[src/pkg/fbo_pkg.sv]
// package: pin levels, operation codes and timing counts for the flash bus-operation controller
// What this block does
// - host reads with chip select and output gate low, write strobe high
// - host writes commands with write strobe and chip select low, output gate high
// - address spans bits 19..0 in word mode, 19..-1 in byte mode
// - unlock-bypass program needs two host writes instead of four
// - protect: reset at elevated voltage, select and strobe low, addr 6 low, 1 high, 0 low
// - unprotect: same levels but address bit 6 high
package fbo_pkg;
   // ************************************************************
   // operation codes and states
   // ************************************************************
   typedef enum logic [2:0]
   {
      FBO_OP_READ      = 3'b000,
      FBO_OP_WRITE     = 3'b001,
      FBO_OP_RESET     = 3'b010,
      FBO_OP_PROTECT   = 3'b011,
      FBO_OP_UNPROTECT = 3'b100
   } fbo_op_t;

   typedef enum logic [2:0]
   {
      FBO_ST_IDLE  = 3'b000,
      FBO_ST_SETUP = 3'b001,
      FBO_ST_PULSE = 3'b010,
      FBO_ST_HOLD  = 3'b011,
      FBO_ST_RST   = 3'b100,
      FBO_ST_REC   = 3'b101
   } fbo_state_t;

   // ************************************************************
   // widths and field positions
   // ************************************************************
   localparam int ADDR_W      = 20;
   localparam int DATA_W      = 16;
   localparam int ADDR_BIT_A6 = 6;
   localparam int ADDR_BIT_A1 = 1;
   localparam int ADDR_BIT_A0 = 0;
   localparam int DQ_LSB_BIT  = 15;

   // ************************************************************
   // timing: times in ns, cycles at 100 ns clock
   // ************************************************************
   localparam int CLK_NS       = 100;
   localparam int SETUP_NS     = 100;
   localparam int PULSE_NS     = 200;
   localparam int HOLD_NS      = 100;
   localparam int RST_NS       = 500;
   localparam int REC_NS       = 100;
   localparam int SETUP_CYC    = (SETUP_NS + CLK_NS - 1) / CLK_NS;
   localparam int PULSE_CYC    = (PULSE_NS + CLK_NS - 1) / CLK_NS;
   localparam int HOLD_CYC     = (HOLD_NS + CLK_NS - 1) / CLK_NS;
   localparam int RST_CYC      = (RST_NS + CLK_NS - 1) / CLK_NS;
   localparam int REC_CYC      = (REC_NS + CLK_NS - 1) / CLK_NS;
   localparam int CNT_W        = 4;

   // ************************************************************
   // carriers
   // ************************************************************
   typedef struct packed
   {
      fbo_op_t             op;
      logic                byte_mode;
      logic [ADDR_W-1:0]   addr;
      logic                addr_lsb;
      logic [DATA_W-1:0]   wdata;
   } fbo_req_t;

   typedef struct packed
   {
      logic                chip_select_n;
      logic                output_gate_n;
      logic                write_strobe_n;
      logic                reset_n;
      logic                elevated_voltage;
      logic                width_select_n;
      logic [ADDR_W-1:0]   addr;
      logic [DATA_W-1:0]   dq_out;
      logic [DATA_W-1:0]   dq_oe_n;
   } fbo_pins_t;
endpackage

[src/rtl/fbo_ctrl.sv]
// module: host-side controller driving the flash bus-operation pins
`timescale 1ns/10ps
module fbo_ctrl
(
   input  wire logic                            clk_in,
   input  wire logic                            rst_n_in,
   input  wire logic                            req_valid_in,
   input  wire fbo_pkg::fbo_req_t               req_in,
   output logic                                 req_ready_out,
   output logic                                 rdata_valid_out,
   output logic [fbo_pkg::DATA_W-1:0]           rdata_out,
   input  wire logic [fbo_pkg::DATA_W-1:0]      dq_in,
   output logic                                 chip_select_n_out,
   output logic                                 output_gate_n_out,
   output logic                                 write_strobe_n_out,
   output logic                                 reset_n_out,
   output logic                                 elevated_voltage_out,
   output logic                                 width_select_n_out,
   output logic [fbo_pkg::ADDR_W-1:0]           addr_out,
   output logic [fbo_pkg::DATA_W-1:0]           dq_out,
   output logic [fbo_pkg::DATA_W-1:0]           dq_oe_n_out
);
   // ************************************************************
   // state
   // ************************************************************
   typedef struct packed
   {
      fbo_pkg::fbo_state_t           st;
      fbo_pkg::fbo_req_t             req;
      fbo_pkg::fbo_pins_t            pins;
      logic                          ready;
      logic                          rvalid;
      logic [fbo_pkg::DATA_W-1:0]    rdata;
   } fbo_ctrl_t;

   fbo_ctrl_t                       s_r;
   fbo_ctrl_t                       s_nxt;
   logic                            tmr_load;
   logic [fbo_pkg::CNT_W-1:0]       tmr_cnt;
   logic                            tmr_done;

   // ************************************************************
   // phase timer
   // ************************************************************
   fbo_timer u_tmr
   (
      .clk_in   (clk_in),
      .rst_n_in (rst_n_in),
      .load_in  (tmr_load),
      .count_in (tmr_cnt),
      .done_out (tmr_done)
   );

   // idle pin levels: deselected, gates high, data floated
   function automatic fbo_pkg::fbo_pins_t idle_pins(input logic bm);
      fbo_pkg::fbo_pins_t p;
      p                  = '0;
      p.chip_select_n    = 1'b1;
      p.output_gate_n    = 1'b1;
      p.write_strobe_n   = 1'b1;
      p.reset_n          = 1'b1;
      p.width_select_n   = ~bm;
      p.dq_oe_n          = 16'hFFFF;
      return p;
   endfunction

   // ************************************************************
   // sequencer: setup, strobe pulse, hold for every bus cycle except reset, which has a low pulse and recovery
   // ************************************************************
   always_comb
   begin
      s_nxt    = s_r;
      tmr_load = 1'b0;
      tmr_cnt  = '0;
      s_nxt.rvalid = 1'b0;
      unique case (s_r.st)
         fbo_pkg::FBO_ST_IDLE:
         begin
            s_nxt.ready = 1'b1;
            if (req_valid_in && s_r.ready)
            begin
               s_nxt.req   = req_in;
               s_nxt.ready = 1'b0;
               s_nxt.pins  = idle_pins(req_in.byte_mode);
               // width select fixes word or byte mode for reads and program data
               s_nxt.pins.addr = req_in.addr;
               if (req_in.op == fbo_pkg::FBO_OP_RESET)
               begin
                  // reset low aborts and returns the device to array read
                  s_nxt.pins.reset_n = 1'b0;
                  s_nxt.st = fbo_pkg::FBO_ST_RST;
                  tmr_load = 1'b1;
                  tmr_cnt  = fbo_pkg::CNT_W'(fbo_pkg::RST_CYC);
               end
               else
               begin
                  s_nxt.pins.chip_select_n = 1'b0;
                  if (req_in.op == fbo_pkg::FBO_OP_PROTECT ||
                      req_in.op == fbo_pkg::FBO_OP_UNPROTECT)
                  begin
                     // elevated voltage on reset pin, A1 high, A0 low, A6 picks the mode
                     s_nxt.pins.elevated_voltage = 1'b1;
                     s_nxt.pins.addr[fbo_pkg::ADDR_BIT_A1] = 1'b1;
                     s_nxt.pins.addr[fbo_pkg::ADDR_BIT_A0] = 1'b0;
                     s_nxt.pins.addr[fbo_pkg::ADDR_BIT_A6] =
                        (req_in.op == fbo_pkg::FBO_OP_UNPROTECT);
                  end
                  // in byte mode bit 15 carries the lowest address bit
                  if (req_in.byte_mode)
                  begin
                     s_nxt.pins.dq_out[fbo_pkg::DQ_LSB_BIT]  = req_in.addr_lsb;
                     s_nxt.pins.dq_oe_n[fbo_pkg::DQ_LSB_BIT] = 1'b0;
                  end
                  s_nxt.st = fbo_pkg::FBO_ST_SETUP;
                  tmr_load = 1'b1;
                  tmr_cnt  = fbo_pkg::CNT_W'(fbo_pkg::SETUP_CYC);
               end
            end
         end
         fbo_pkg::FBO_ST_SETUP:
         begin
            if (tmr_done)
            begin
               if (s_r.req.op == fbo_pkg::FBO_OP_READ)
               begin
                  // read: output gate low, write strobe stays high
                  s_nxt.pins.output_gate_n = 1'b0;
               end
               else
               begin
                  // write: strobe low while gate held high; one write event
                  // each write request is one bus cycle, so a bypass program costs two
                  s_nxt.pins.write_strobe_n = 1'b0;
                  s_nxt.pins.dq_out[7:0]    = s_r.req.wdata[7:0];
                  s_nxt.pins.dq_oe_n[7:0]   = 8'h00;
                  if (!s_r.req.byte_mode)
                  begin
                     s_nxt.pins.dq_out  = s_r.req.wdata;
                     s_nxt.pins.dq_oe_n = 16'h0000;
                  end
               end
               s_nxt.st = fbo_pkg::FBO_ST_PULSE;
               tmr_load = 1'b1;
               tmr_cnt  = fbo_pkg::CNT_W'(fbo_pkg::PULSE_CYC);
            end
         end
         fbo_pkg::FBO_ST_PULSE:
         begin
            if (tmr_done)
            begin
               if (s_r.req.op == fbo_pkg::FBO_OP_READ)
               begin
                  // byte mode keeps only bits 7..0; status and id also live there
                  s_nxt.rdata  = s_r.req.byte_mode ? {8'h00, dq_in[7:0]} : dq_in;
                  s_nxt.rvalid = 1'b1;
               end
               s_nxt.pins.output_gate_n  = 1'b1;
               s_nxt.pins.write_strobe_n = 1'b1;
               s_nxt.st = fbo_pkg::FBO_ST_HOLD;
               tmr_load = 1'b1;
               tmr_cnt  = fbo_pkg::CNT_W'(fbo_pkg::HOLD_CYC);
            end
         end
         fbo_pkg::FBO_ST_HOLD:
         begin
            if (tmr_done)
            begin
               s_nxt.pins = idle_pins(s_r.req.byte_mode);
               s_nxt.st   = fbo_pkg::FBO_ST_IDLE;
            end
         end
         fbo_pkg::FBO_ST_RST:
         begin
            if (tmr_done)
            begin
               s_nxt.pins.reset_n = 1'b1;
               s_nxt.st = fbo_pkg::FBO_ST_REC;
               tmr_load = 1'b1;
               tmr_cnt  = fbo_pkg::CNT_W'(fbo_pkg::REC_CYC);
            end
         end
         fbo_pkg::FBO_ST_REC:
         begin
            if (tmr_done)
            begin
               s_nxt.st = fbo_pkg::FBO_ST_IDLE;
            end
         end
         default:
         begin
            s_nxt.st = fbo_pkg::FBO_ST_IDLE;
         end
      endcase
      // a new request is only taken from idle
      if (s_nxt.st != fbo_pkg::FBO_ST_IDLE)
      begin
         s_nxt.ready = 1'b0;
      end
   end

   // register all state; reset parks the bus deselected
   always_ff @(posedge clk_in)
   begin
      if (!rst_n_in)
      begin
         s_r                        <= '0;
         s_r.st                     <= fbo_pkg::FBO_ST_IDLE;
         s_r.pins.chip_select_n     <= 1'b1;
         s_r.pins.output_gate_n     <= 1'b1;
         s_r.pins.write_strobe_n    <= 1'b1;
         s_r.pins.reset_n           <= 1'b1;
         s_r.pins.width_select_n    <= 1'b1;
         s_r.pins.dq_oe_n           <= 16'hFFFF;
      end
      else
      begin
         s_r <= s_nxt;
      end
   end

   // ************************************************************
   // outputs, all straight from flip-flops
   // ************************************************************
   assign req_ready_out        = s_r.ready;
   assign rdata_valid_out      = s_r.rvalid;
   assign rdata_out            = s_r.rdata;
   assign chip_select_n_out    = s_r.pins.chip_select_n;
   assign output_gate_n_out    = s_r.pins.output_gate_n;
   assign write_strobe_n_out   = s_r.pins.write_strobe_n;
   assign reset_n_out          = s_r.pins.reset_n;
   assign elevated_voltage_out = s_r.pins.elevated_voltage;
   assign width_select_n_out   = s_r.pins.width_select_n;
   assign addr_out             = s_r.pins.addr;
   assign dq_out               = s_r.pins.dq_out;
   assign dq_oe_n_out          = s_r.pins.dq_oe_n;

   // ************************************************************
   // assertions
   // ************************************************************
   a_read_gate_levels: assert property (@(posedge clk_in) disable iff (!rst_n_in)
      !output_gate_n_out |-> !chip_select_n_out && write_strobe_n_out)
      else $error("read gate without select or with strobe low");
   a_write_strobe_lv: assert property (@(posedge clk_in) disable iff (!rst_n_in)
      !write_strobe_n_out |-> !chip_select_n_out && output_gate_n_out)
      else $error("write strobe with gate low or unselected");
   a_no_drive_read: assert property (@(posedge clk_in) disable iff (!rst_n_in)
      !output_gate_n_out |-> dq_oe_n_out[7:0] == 8'hFF)
      else $error("host drives data during read");
   a_byte_lsb_pin: assert property (@(posedge clk_in) disable iff (!rst_n_in)
      (!chip_select_n_out && !width_select_n_out) |-> !dq_oe_n_out[15]
      && dq_oe_n_out[14:8] == 7'h7F)
      else $error("byte mode pin use wrong");
   a_strobe_width: assert property (@(posedge clk_in) disable iff (!rst_n_in)
      $fell(write_strobe_n_out) |-> !write_strobe_n_out[*2] ##1 write_strobe_n_out)
      else $error("write pulse width wrong");
   a_protect_addr: assert property (@(posedge clk_in) disable iff (!rst_n_in)
      elevated_voltage_out && !write_strobe_n_out |-> addr_out[1] && !addr_out[0])
      else $error("protect address bits wrong");
   a_reset_width: assert property (@(posedge clk_in) disable iff (!rst_n_in)
      $fell(reset_n_out) |-> (!reset_n_out && chip_select_n_out)[*5] ##1 reset_n_out)
      else $error("reset pulse wrong");
   a_read_return: assert property (@(posedge clk_in) disable iff (!rst_n_in)
      $fell(output_gate_n_out) |-> ##2 rdata_valid_out)
      else $error("read data not returned");
   a_word_mode: assert property (@(posedge clk_in) disable iff (!rst_n_in)
      (!write_strobe_n_out && width_select_n_out) |-> dq_oe_n_out == 16'h0000)
      else $error("word write not driving all lines");
   c_read: cover property (@(posedge clk_in) disable iff (!rst_n_in) rdata_valid_out);
   c_write: cover property (@(posedge clk_in) disable iff (!rst_n_in) $fell(write_strobe_n_out));
   c_reset: cover property (@(posedge clk_in) disable iff (!rst_n_in) $rose(reset_n_out));
   c_prot: cover property (@(posedge clk_in) disable iff (!rst_n_in)
      elevated_voltage_out && !write_strobe_n_out);
endmodule // fbo_ctrl

[src/rtl/fbo_timer.sv]
// module: down-counter that marks the last cycle of a bus phase
`timescale 1ns/10ps
module fbo_timer
(
   input  wire logic                     clk_in,
   input  wire logic                     rst_n_in,
   input  wire logic                     load_in,
   input  wire logic [fbo_pkg::CNT_W-1:0] count_in,
   output logic                          done_out
);
   typedef struct packed
   {
      logic [fbo_pkg::CNT_W-1:0] cnt;
   } fbo_tmr_t;

   fbo_tmr_t s_r;
   fbo_tmr_t s_nxt;

   // load on phase entry, then count down to zero
   always_comb
   begin
      s_nxt = s_r;
      if (load_in)
      begin
         s_nxt.cnt = count_in;
      end
      else if (s_r.cnt != '0)
      begin
         s_nxt.cnt = s_r.cnt - 4'h1;
      end
   end

   always_ff @(posedge clk_in)
   begin
      if (!rst_n_in)
      begin
         s_r <= '0;
      end
      else
      begin
         s_r <= s_nxt;
      end
   end

   // done looks only at the count: the sequencer loads on done, so no path may run back from load
   assign done_out = (s_r.cnt == 4'h1);
endmodule // fbo_timer

[config.mk]
export PLATFORM = sky130hd
export DESIGN_NAME = fbo_ctrl
export DESIGN_NICKNAME = d
export VERILOG_FILES = /design/src/pkg/fbo_pkg.sv /design/src/rtl/fbo_ctrl.sv /design/src/rtl/fbo_timer.sv
export SDC_FILE = /design/constraint.sdc
export NUM_CORES = 1
export LEC_CHECK = 0
export CAP_MARGIN = 0
export CORE_MARGIN = 3
export CORE_UTILIZATION = 55
export CTS_CLUSTER_DIAMETER = 100
export DETAILED_ROUTE_END_ITERATION = 7
export DONT_BUFFER_PORTS = 1
export HOLD_SLACK_MARGIN = 0.15
export PLACE_DENSITY_LB_ADDON = 0.3
export SETUP_SLACK_MARGIN = 0.1
export SYNTH_ARGS = -nofsm -noshare
export SYNTH_HDL_FRONTEND = slang
export SYNTH_SLANG_ARGS = --single-unit
[constraint.sdc]
create_clock -name clk_in -period 2.93 [get_ports clk_in]
set_input_delay 0.293 -clock clk_in [delete_from_list [all_inputs] [get_ports clk_in]]
set_output_delay 0.293 -clock clk_in [all_outputs]
set_load 0.01 [all_outputs]
**Word level (Yosys, flattened, before mapping)**

Cells that the tools add are included.

- Bitwise logic cells: 3
- Equality and inequality tests: 17
- Reduce and logical (&&, ||, !) cells: 24
- Mux-type cells: 44
- Add/sub/neg operators: 1

Operators with widths:

| cell | count |
|---|---|
| $mux W103 | 1 |
| $mux W32 | 3 |
| $pmux W32 S3 | 1 |
| $mux W58 | 1 |
| $pmux W22 S2 | 1 |
| $mux W3 | 8 |
| $reduce_and A6 Y1 | 3 |
| $mux W17 | 1 |
| $mux W16 | 1 |
| $ne A2 B2 Y1 const B | 8 |
| $mux W1 | 15 |
| $pmux W3 S5 | 1 |
| $eq A3 B2 Y1 const B | 4 |
| $eq A3 B3 Y1 const B | 3 |
| $pmux W3 S3 | 1 |
| $reduce_and A3 Y1 | 3 |
| $reduce_bool A3 Y1 | 3 |
| $mux W2 | 4 |
| $mux W4 | 2 |
| $pmux W2 S4 | 1 |
| $reduce_bool A4 Y1 | 2 |
| $logic_not A3 Y1 | 2 |
| $reduce_or A2 Y1 | 3 |
| $reduce_and A5 Y1 | 1 |
| 12 further kinds | 16 |

- Bits of input ports: 60
- Word-level logic and storage cells: 110
- Register bits after elaboration: 124
- Output and inout bits: 76

**Longest topological paths before layout**

- Depth after elaboration: 8
- Gate-level depth with buffers: 9
- Mapped depth without buffers: 6

**Hierarchy**

A second synthesis with hierarchy kept.

- Cell total of the unflattened synthesis: 518
- Area total of the unflattened synthesis: 4,236.6 um^2

By module, submodules not included:

| module | times used | area each (um^2) | seq. area each (um^2) | cells an instance |
|---|---|---|---|---|
| fbo_ctrl | 1 | 3,985.1 | 1,721.7 | 491 |
| fbo_timer | 1 | 251.5 | 80.1 | 27 |

**Least setup slack after synthesis**

OpenSTA, ideal clock, no wires.

- Path type: register to register
- Start point: register u_tmr.s_r[1] (netlist name)
- End point: register s_r (netlist bit rdata_out[7])
- Library setup time: 132 ps
- Data required time: 2,798 ps
- Clock period less this slack: 2,067 ps
- Buffers on the path: 3
- Arrival time: 1,934 ps
- Stages on the path, launching flop included: 10
- Path slack: 863 ps
- Cell sequence: dfxtp_1 inv_1 ha_1 or3b_1 buf_6 or4_4 buf_6 buf_8 nand2_1 a21oi_1

- Longest elaborated chain between the ends: 2

RTL lines:

| element | line | text |
|---|---|---|
| start, declared | fbo_timer.sv:16 | `fbo_tmr_t s_r;` |
| start signal, assigned | fbo_timer.sv:41 | `s_r <= s_nxt;` |
| $eq A4 B1 Y1 | fbo_timer.sv:46 | `assign done_out = (s_r.cnt == 4'h1);` |
| $reduce_and A3 Y1 (no source line) | n/a |  |
| end signal, assigned | fbo_ctrl.sv:217 | `s_r <= s_nxt;` |
| end, declared | fbo_ctrl.sv:36 | `fbo_ctrl_t s_r;` |

Every way passes these cells.
A chain may end at the register's enable or synchronous reset.

**Final worst setup path**

- Start point: register s_r[117] (netlist name)
- End point: register s_r (netlist bit addr_out[13])

- Longest elaborated chain between the ends: 3
- Elaborated cells on any way between the ends: 7
- Those cells by class: eq/ne: 3; mux: 1; reduce/logical: 3

RTL lines:

| element | line | text |
|---|---|---|
| $eq A3 B2 Y1 or $logic_not A3 Y1 (tied branches) | fbo_ctrl.sv:76 | `unique case (s_r.st)` |
| $ne A2 B2 Y1 (no source line) or $reduce_bool A2 Y1 (tied branches) | n/a |  |
| $reduce_and A3 Y1 (no source line) | n/a |  |

Parallel ways exist; a longest one is shown, timed or not.

==> metrics.md <==
| Metric | Value |
|---|---|
| Outcome | `finished clean` |
| Unique cell type count in the Yosys netlist | `54` |
| Flop pwr share | `49.8%` |
| Max_cap viols | `0` |
| DR vias | `3314` |
| Leakage | `1.59 nW` |
| Worst vdd ir | `0.000279 V` |
| Gr ovfl total | `0` |
| Total Routing Usage GR | `22.7%` |
| Fraction of registers with async set/reset | `0%` |
| Cell Rows | `31` |
| CP arrival | `2640 ps` |
| I/O Buffers | `0` |
| PostCTS Resize Cnt | `0` |
| Maximum clock rate | `421 MHz` |
| Final slew viol count | `0` |
| Initial core utilization | `57.5%` |
| Req. time, crit path | `3200 ps` |
| HPWL after DPL | `6.16 mm` |
| Kind of critical path | `reg -> reg` |
| Synth Area in Adders | `0.886%` |
| Hold depth | `2` |
| Seq/Total Area, Yosys | `42.5%` |
| Critical path depth in cells | `5` |
| Num CTS Buffers | `9` |
| Cell Area, Synth | `4240 um2` |
| Worst Hold Class | `in -> reg` |
| CTS tree | `yes` |
| Slew @ Worst Pin | `1160 ps` |
| Sink Count | `90` |
| First-pass GRT wire length | `15.8 mm` |
| Cell-internal power | `0.00197 W` |
| Most common cell in the netlist | `nand2_1` |
| Min cycle time layout | `2380 ps` |
| CP max stage delay | `700 ps` |
| Setup bufs post-CTS | `0` |
| Vias per cell | `5.58` |
| Mux share of post-synthesis cell area | `3.81%` |
| DR pass1 iterations | `4` |
| Area delta synth->final | `5.64%` |
| Critical path launch point type | `flip-flop` |
| Worst-skew pair later-pin latency | `360 ps` |
| Yosys warnings | `0` |
| Relative slew slack | `22.2%` |
| WP buf/inv | `1` |
| Cells along the critical path | `and4bb_2 > a22oi_2 > buf_4 > nand2_1 > a21oi_1` |
| CTS Root Cell | `clkbuf_8` |
| Fin crit share | `81.1%` |
| Complex-gate fraction of the synthesized area | `12.8%` |
| DRT Wirelength | `9.83 mm` |
| Synthesized Nets | `580` |
| Final nets | `554` |
| Vias in the first global route | `3288` |
| H-tree Lvls | `3` |
| Largest family of logic cells by synthesized area | `simple AND/OR/NAND/NOR gates` |
| Switching part of the total | `34.7%` |
| Synth Register Bits | `90` |
| Top Family by Delay on Critical Path | `compound AO/OA/AOI/OAI gates` |
| Syn_area_per_cell | `8.19 um2` |
| ANT cells | `0` |
| NetSw | `0.00105 W` |
| Sum Neg Setup Slack | `0 ps` |
| Post-synth top area share | `42.5%` |
| Final Skew | `9.72 ps` |
| Clk pwr share | `24.4%` |
| Commonest cells post-synth | `nand2_1 (117), dfxtp_1 (90), buf_4 (69)` |
| CP max FO | `18` |
| Fin util | `60.7%` |
| Nature of the critical path endpoint | `flip-flop` |
| DRC | `0` |
| Slowest stage cell on the critical path | `dfxtp_1` |
| # IOs | `136` |
| Top_reg_cell synth | `dfxtp_1` |
| Initial antenna violation count | `1` |
| RSZ-0062 raised after global routing | `false` |
| Synth Instances | `517` |
| Die Wd | `93.8 um` |
| Post-DRT Antenna Nets | `0` |
| Pwr dens | `675 nW/um2` |
| Reg clk slew, reported paths | `90 ps` |
| Die area | `8790 um2` |
| Comb pwr share | `25.9%` |
| Bufs on Longest Clock Path | `2` |
| Main area contributors after synthesis | `dfxtp_1 (43%), buf_4 (12%), nand2_1 (10%)` |
| EDFF count, synth | `0` |
| Simple-gate portion of the synthesized area | `22.6%` |
| Post-synthesis xor/xnor area fraction | `0.827%` |
| Share of post-route cells with drive strength above 1 | `7.68%` |
| Setup Viol. Count Final | `0` |
| 1st-iter DRT viols | `241` |
| Core Area | `7370 um2` |
| Largest net degree at the start of global routing | `66` |
| Area leader, netlist | `dfxtp_1` |
| Wire length per cell | `16.5 um` |
| R2r worst-path depth | `5` |
| Die H | `93.8 um` |
| Fin. Hold Viols | `0` |
| Final RePlAce weighted congestion | `0.850` |
==> layout by cell type, fill, tap and decap left out, types with 2 or more instances in the layout <==
cell,count
a21o_1,3
a21oi_1,67
a31oi_1,2
and2_1,3
and3_1,2
and4bb_2,2
buf_4,10
clkbuf_8,9
clkinv_2,2
clkinvlp_4,2
dfxtp_1,90
dlygate4sd3_1,54
ha_1,3
inv_1,4
mux2i_1,15
nand2_1,117
nand2b_1,3
nand3_1,37
nor2_1,10
nor2b_1,2
nor3_1,5
nor3b_1,3
nor4_1,3
o211ai_1,3
o21a_1,2
o21ai_0,6
o32ai_1,2
or3_2,2
or3b_2,2
xnor2_1,2
xor2_1,2
==> routing by layer <==
metal	vias up	routed length, um	global-route usage [%]
met5	-	13	0
met4	2	143	7.58
met3	17	900	7.29
met2	117	4740	38.7
met1	1558	4030	26.8
li1	1620	-	-
==> final cells by class <==
cell class | count | area [um2]
clock inverters | 6 | 42.5
flip-flops and latches | 90 | 1800
inverters | 6 | 22.5
clock buffers | 9 | 124
repair buffers | 64 | 616
multi-input cells | 320 | 1750
fillers | 662 | 2890
well taps | 99 | 124
==> path summary, 6_finish.rpt <==
| path | to | from | slack, ps |
|---|---|---|---|
| max | addr_out[13] | s_r[117] | 550 |
| max reg2reg | addr_out[13] | s_r[117] | 550 |
| min | addr_out[1] | req_in[18] | 180 |
| min reg2reg | dq_out[9] | s_r[85] | 460 |
==> cell families after synthesis <==
kind of cell             after synthesis
XOR/XNOR                               4
flip-flops                            90
multiplexers                          16
buffers and inverters                107
AND/OR/NAND/NOR                      201
AO/OA/AOI/OAI                         96
adder cells (fa/ha/maj)                3
==> stage by stage <==
| stage | hold slack [ps] | instance area [um2] | power (W) | setup slack, ps | cells |
|---|---|---|---|---|---|
| detailed placement | 373 | 3770 | 0.00224 | 589 | 525 |
| finish | 184 | 4480 | 0.00302 | 553 | 594 |
| floorplan | 429 | 4240 | 0.00217 | 863 | 517 |
| global route | 201 | 4480 | 0.00322 | 399 | 594 |
| CTS | 167 | 4480 | 0.00304 | 579 | 594 |
| global placement | 364 | 3770 | 0.00222 | 714 | 525 |
==> state kept, by name, summed over array words and instances (netlist names), 3 cells and up <==
register and count:
s_r 23, addr_out 20, dq_out 16, rdata_out 16, u_tmr.s_r 4, dq_oe_n_out 3
==> what timing repair did <==
item                       CTS  global route
hold endpoints to repair    79             0
hold buffers                54             0
setup endpoints to repair    0             0
==> power by group through the flow <==
| stage | logic (W) | clock network (W) | registers [W] |
|---|---|---|---|
| global route | 0.000878 | 0.000807 | 0.00153 |
| global placement | 0.000697 | 0 | 0.00153 |
| detailed placement | 0.000708 | 0 | 0.00153 |
| finish | 0.000782 | 0.000736 | 0.00150 |
| floorplan | 0.000730 | 0 | 0.00144 |
| CTS | 0.000776 | 0.000762 | 0.00150 |
No activity file was read; power rests on OpenSTA's default activity.
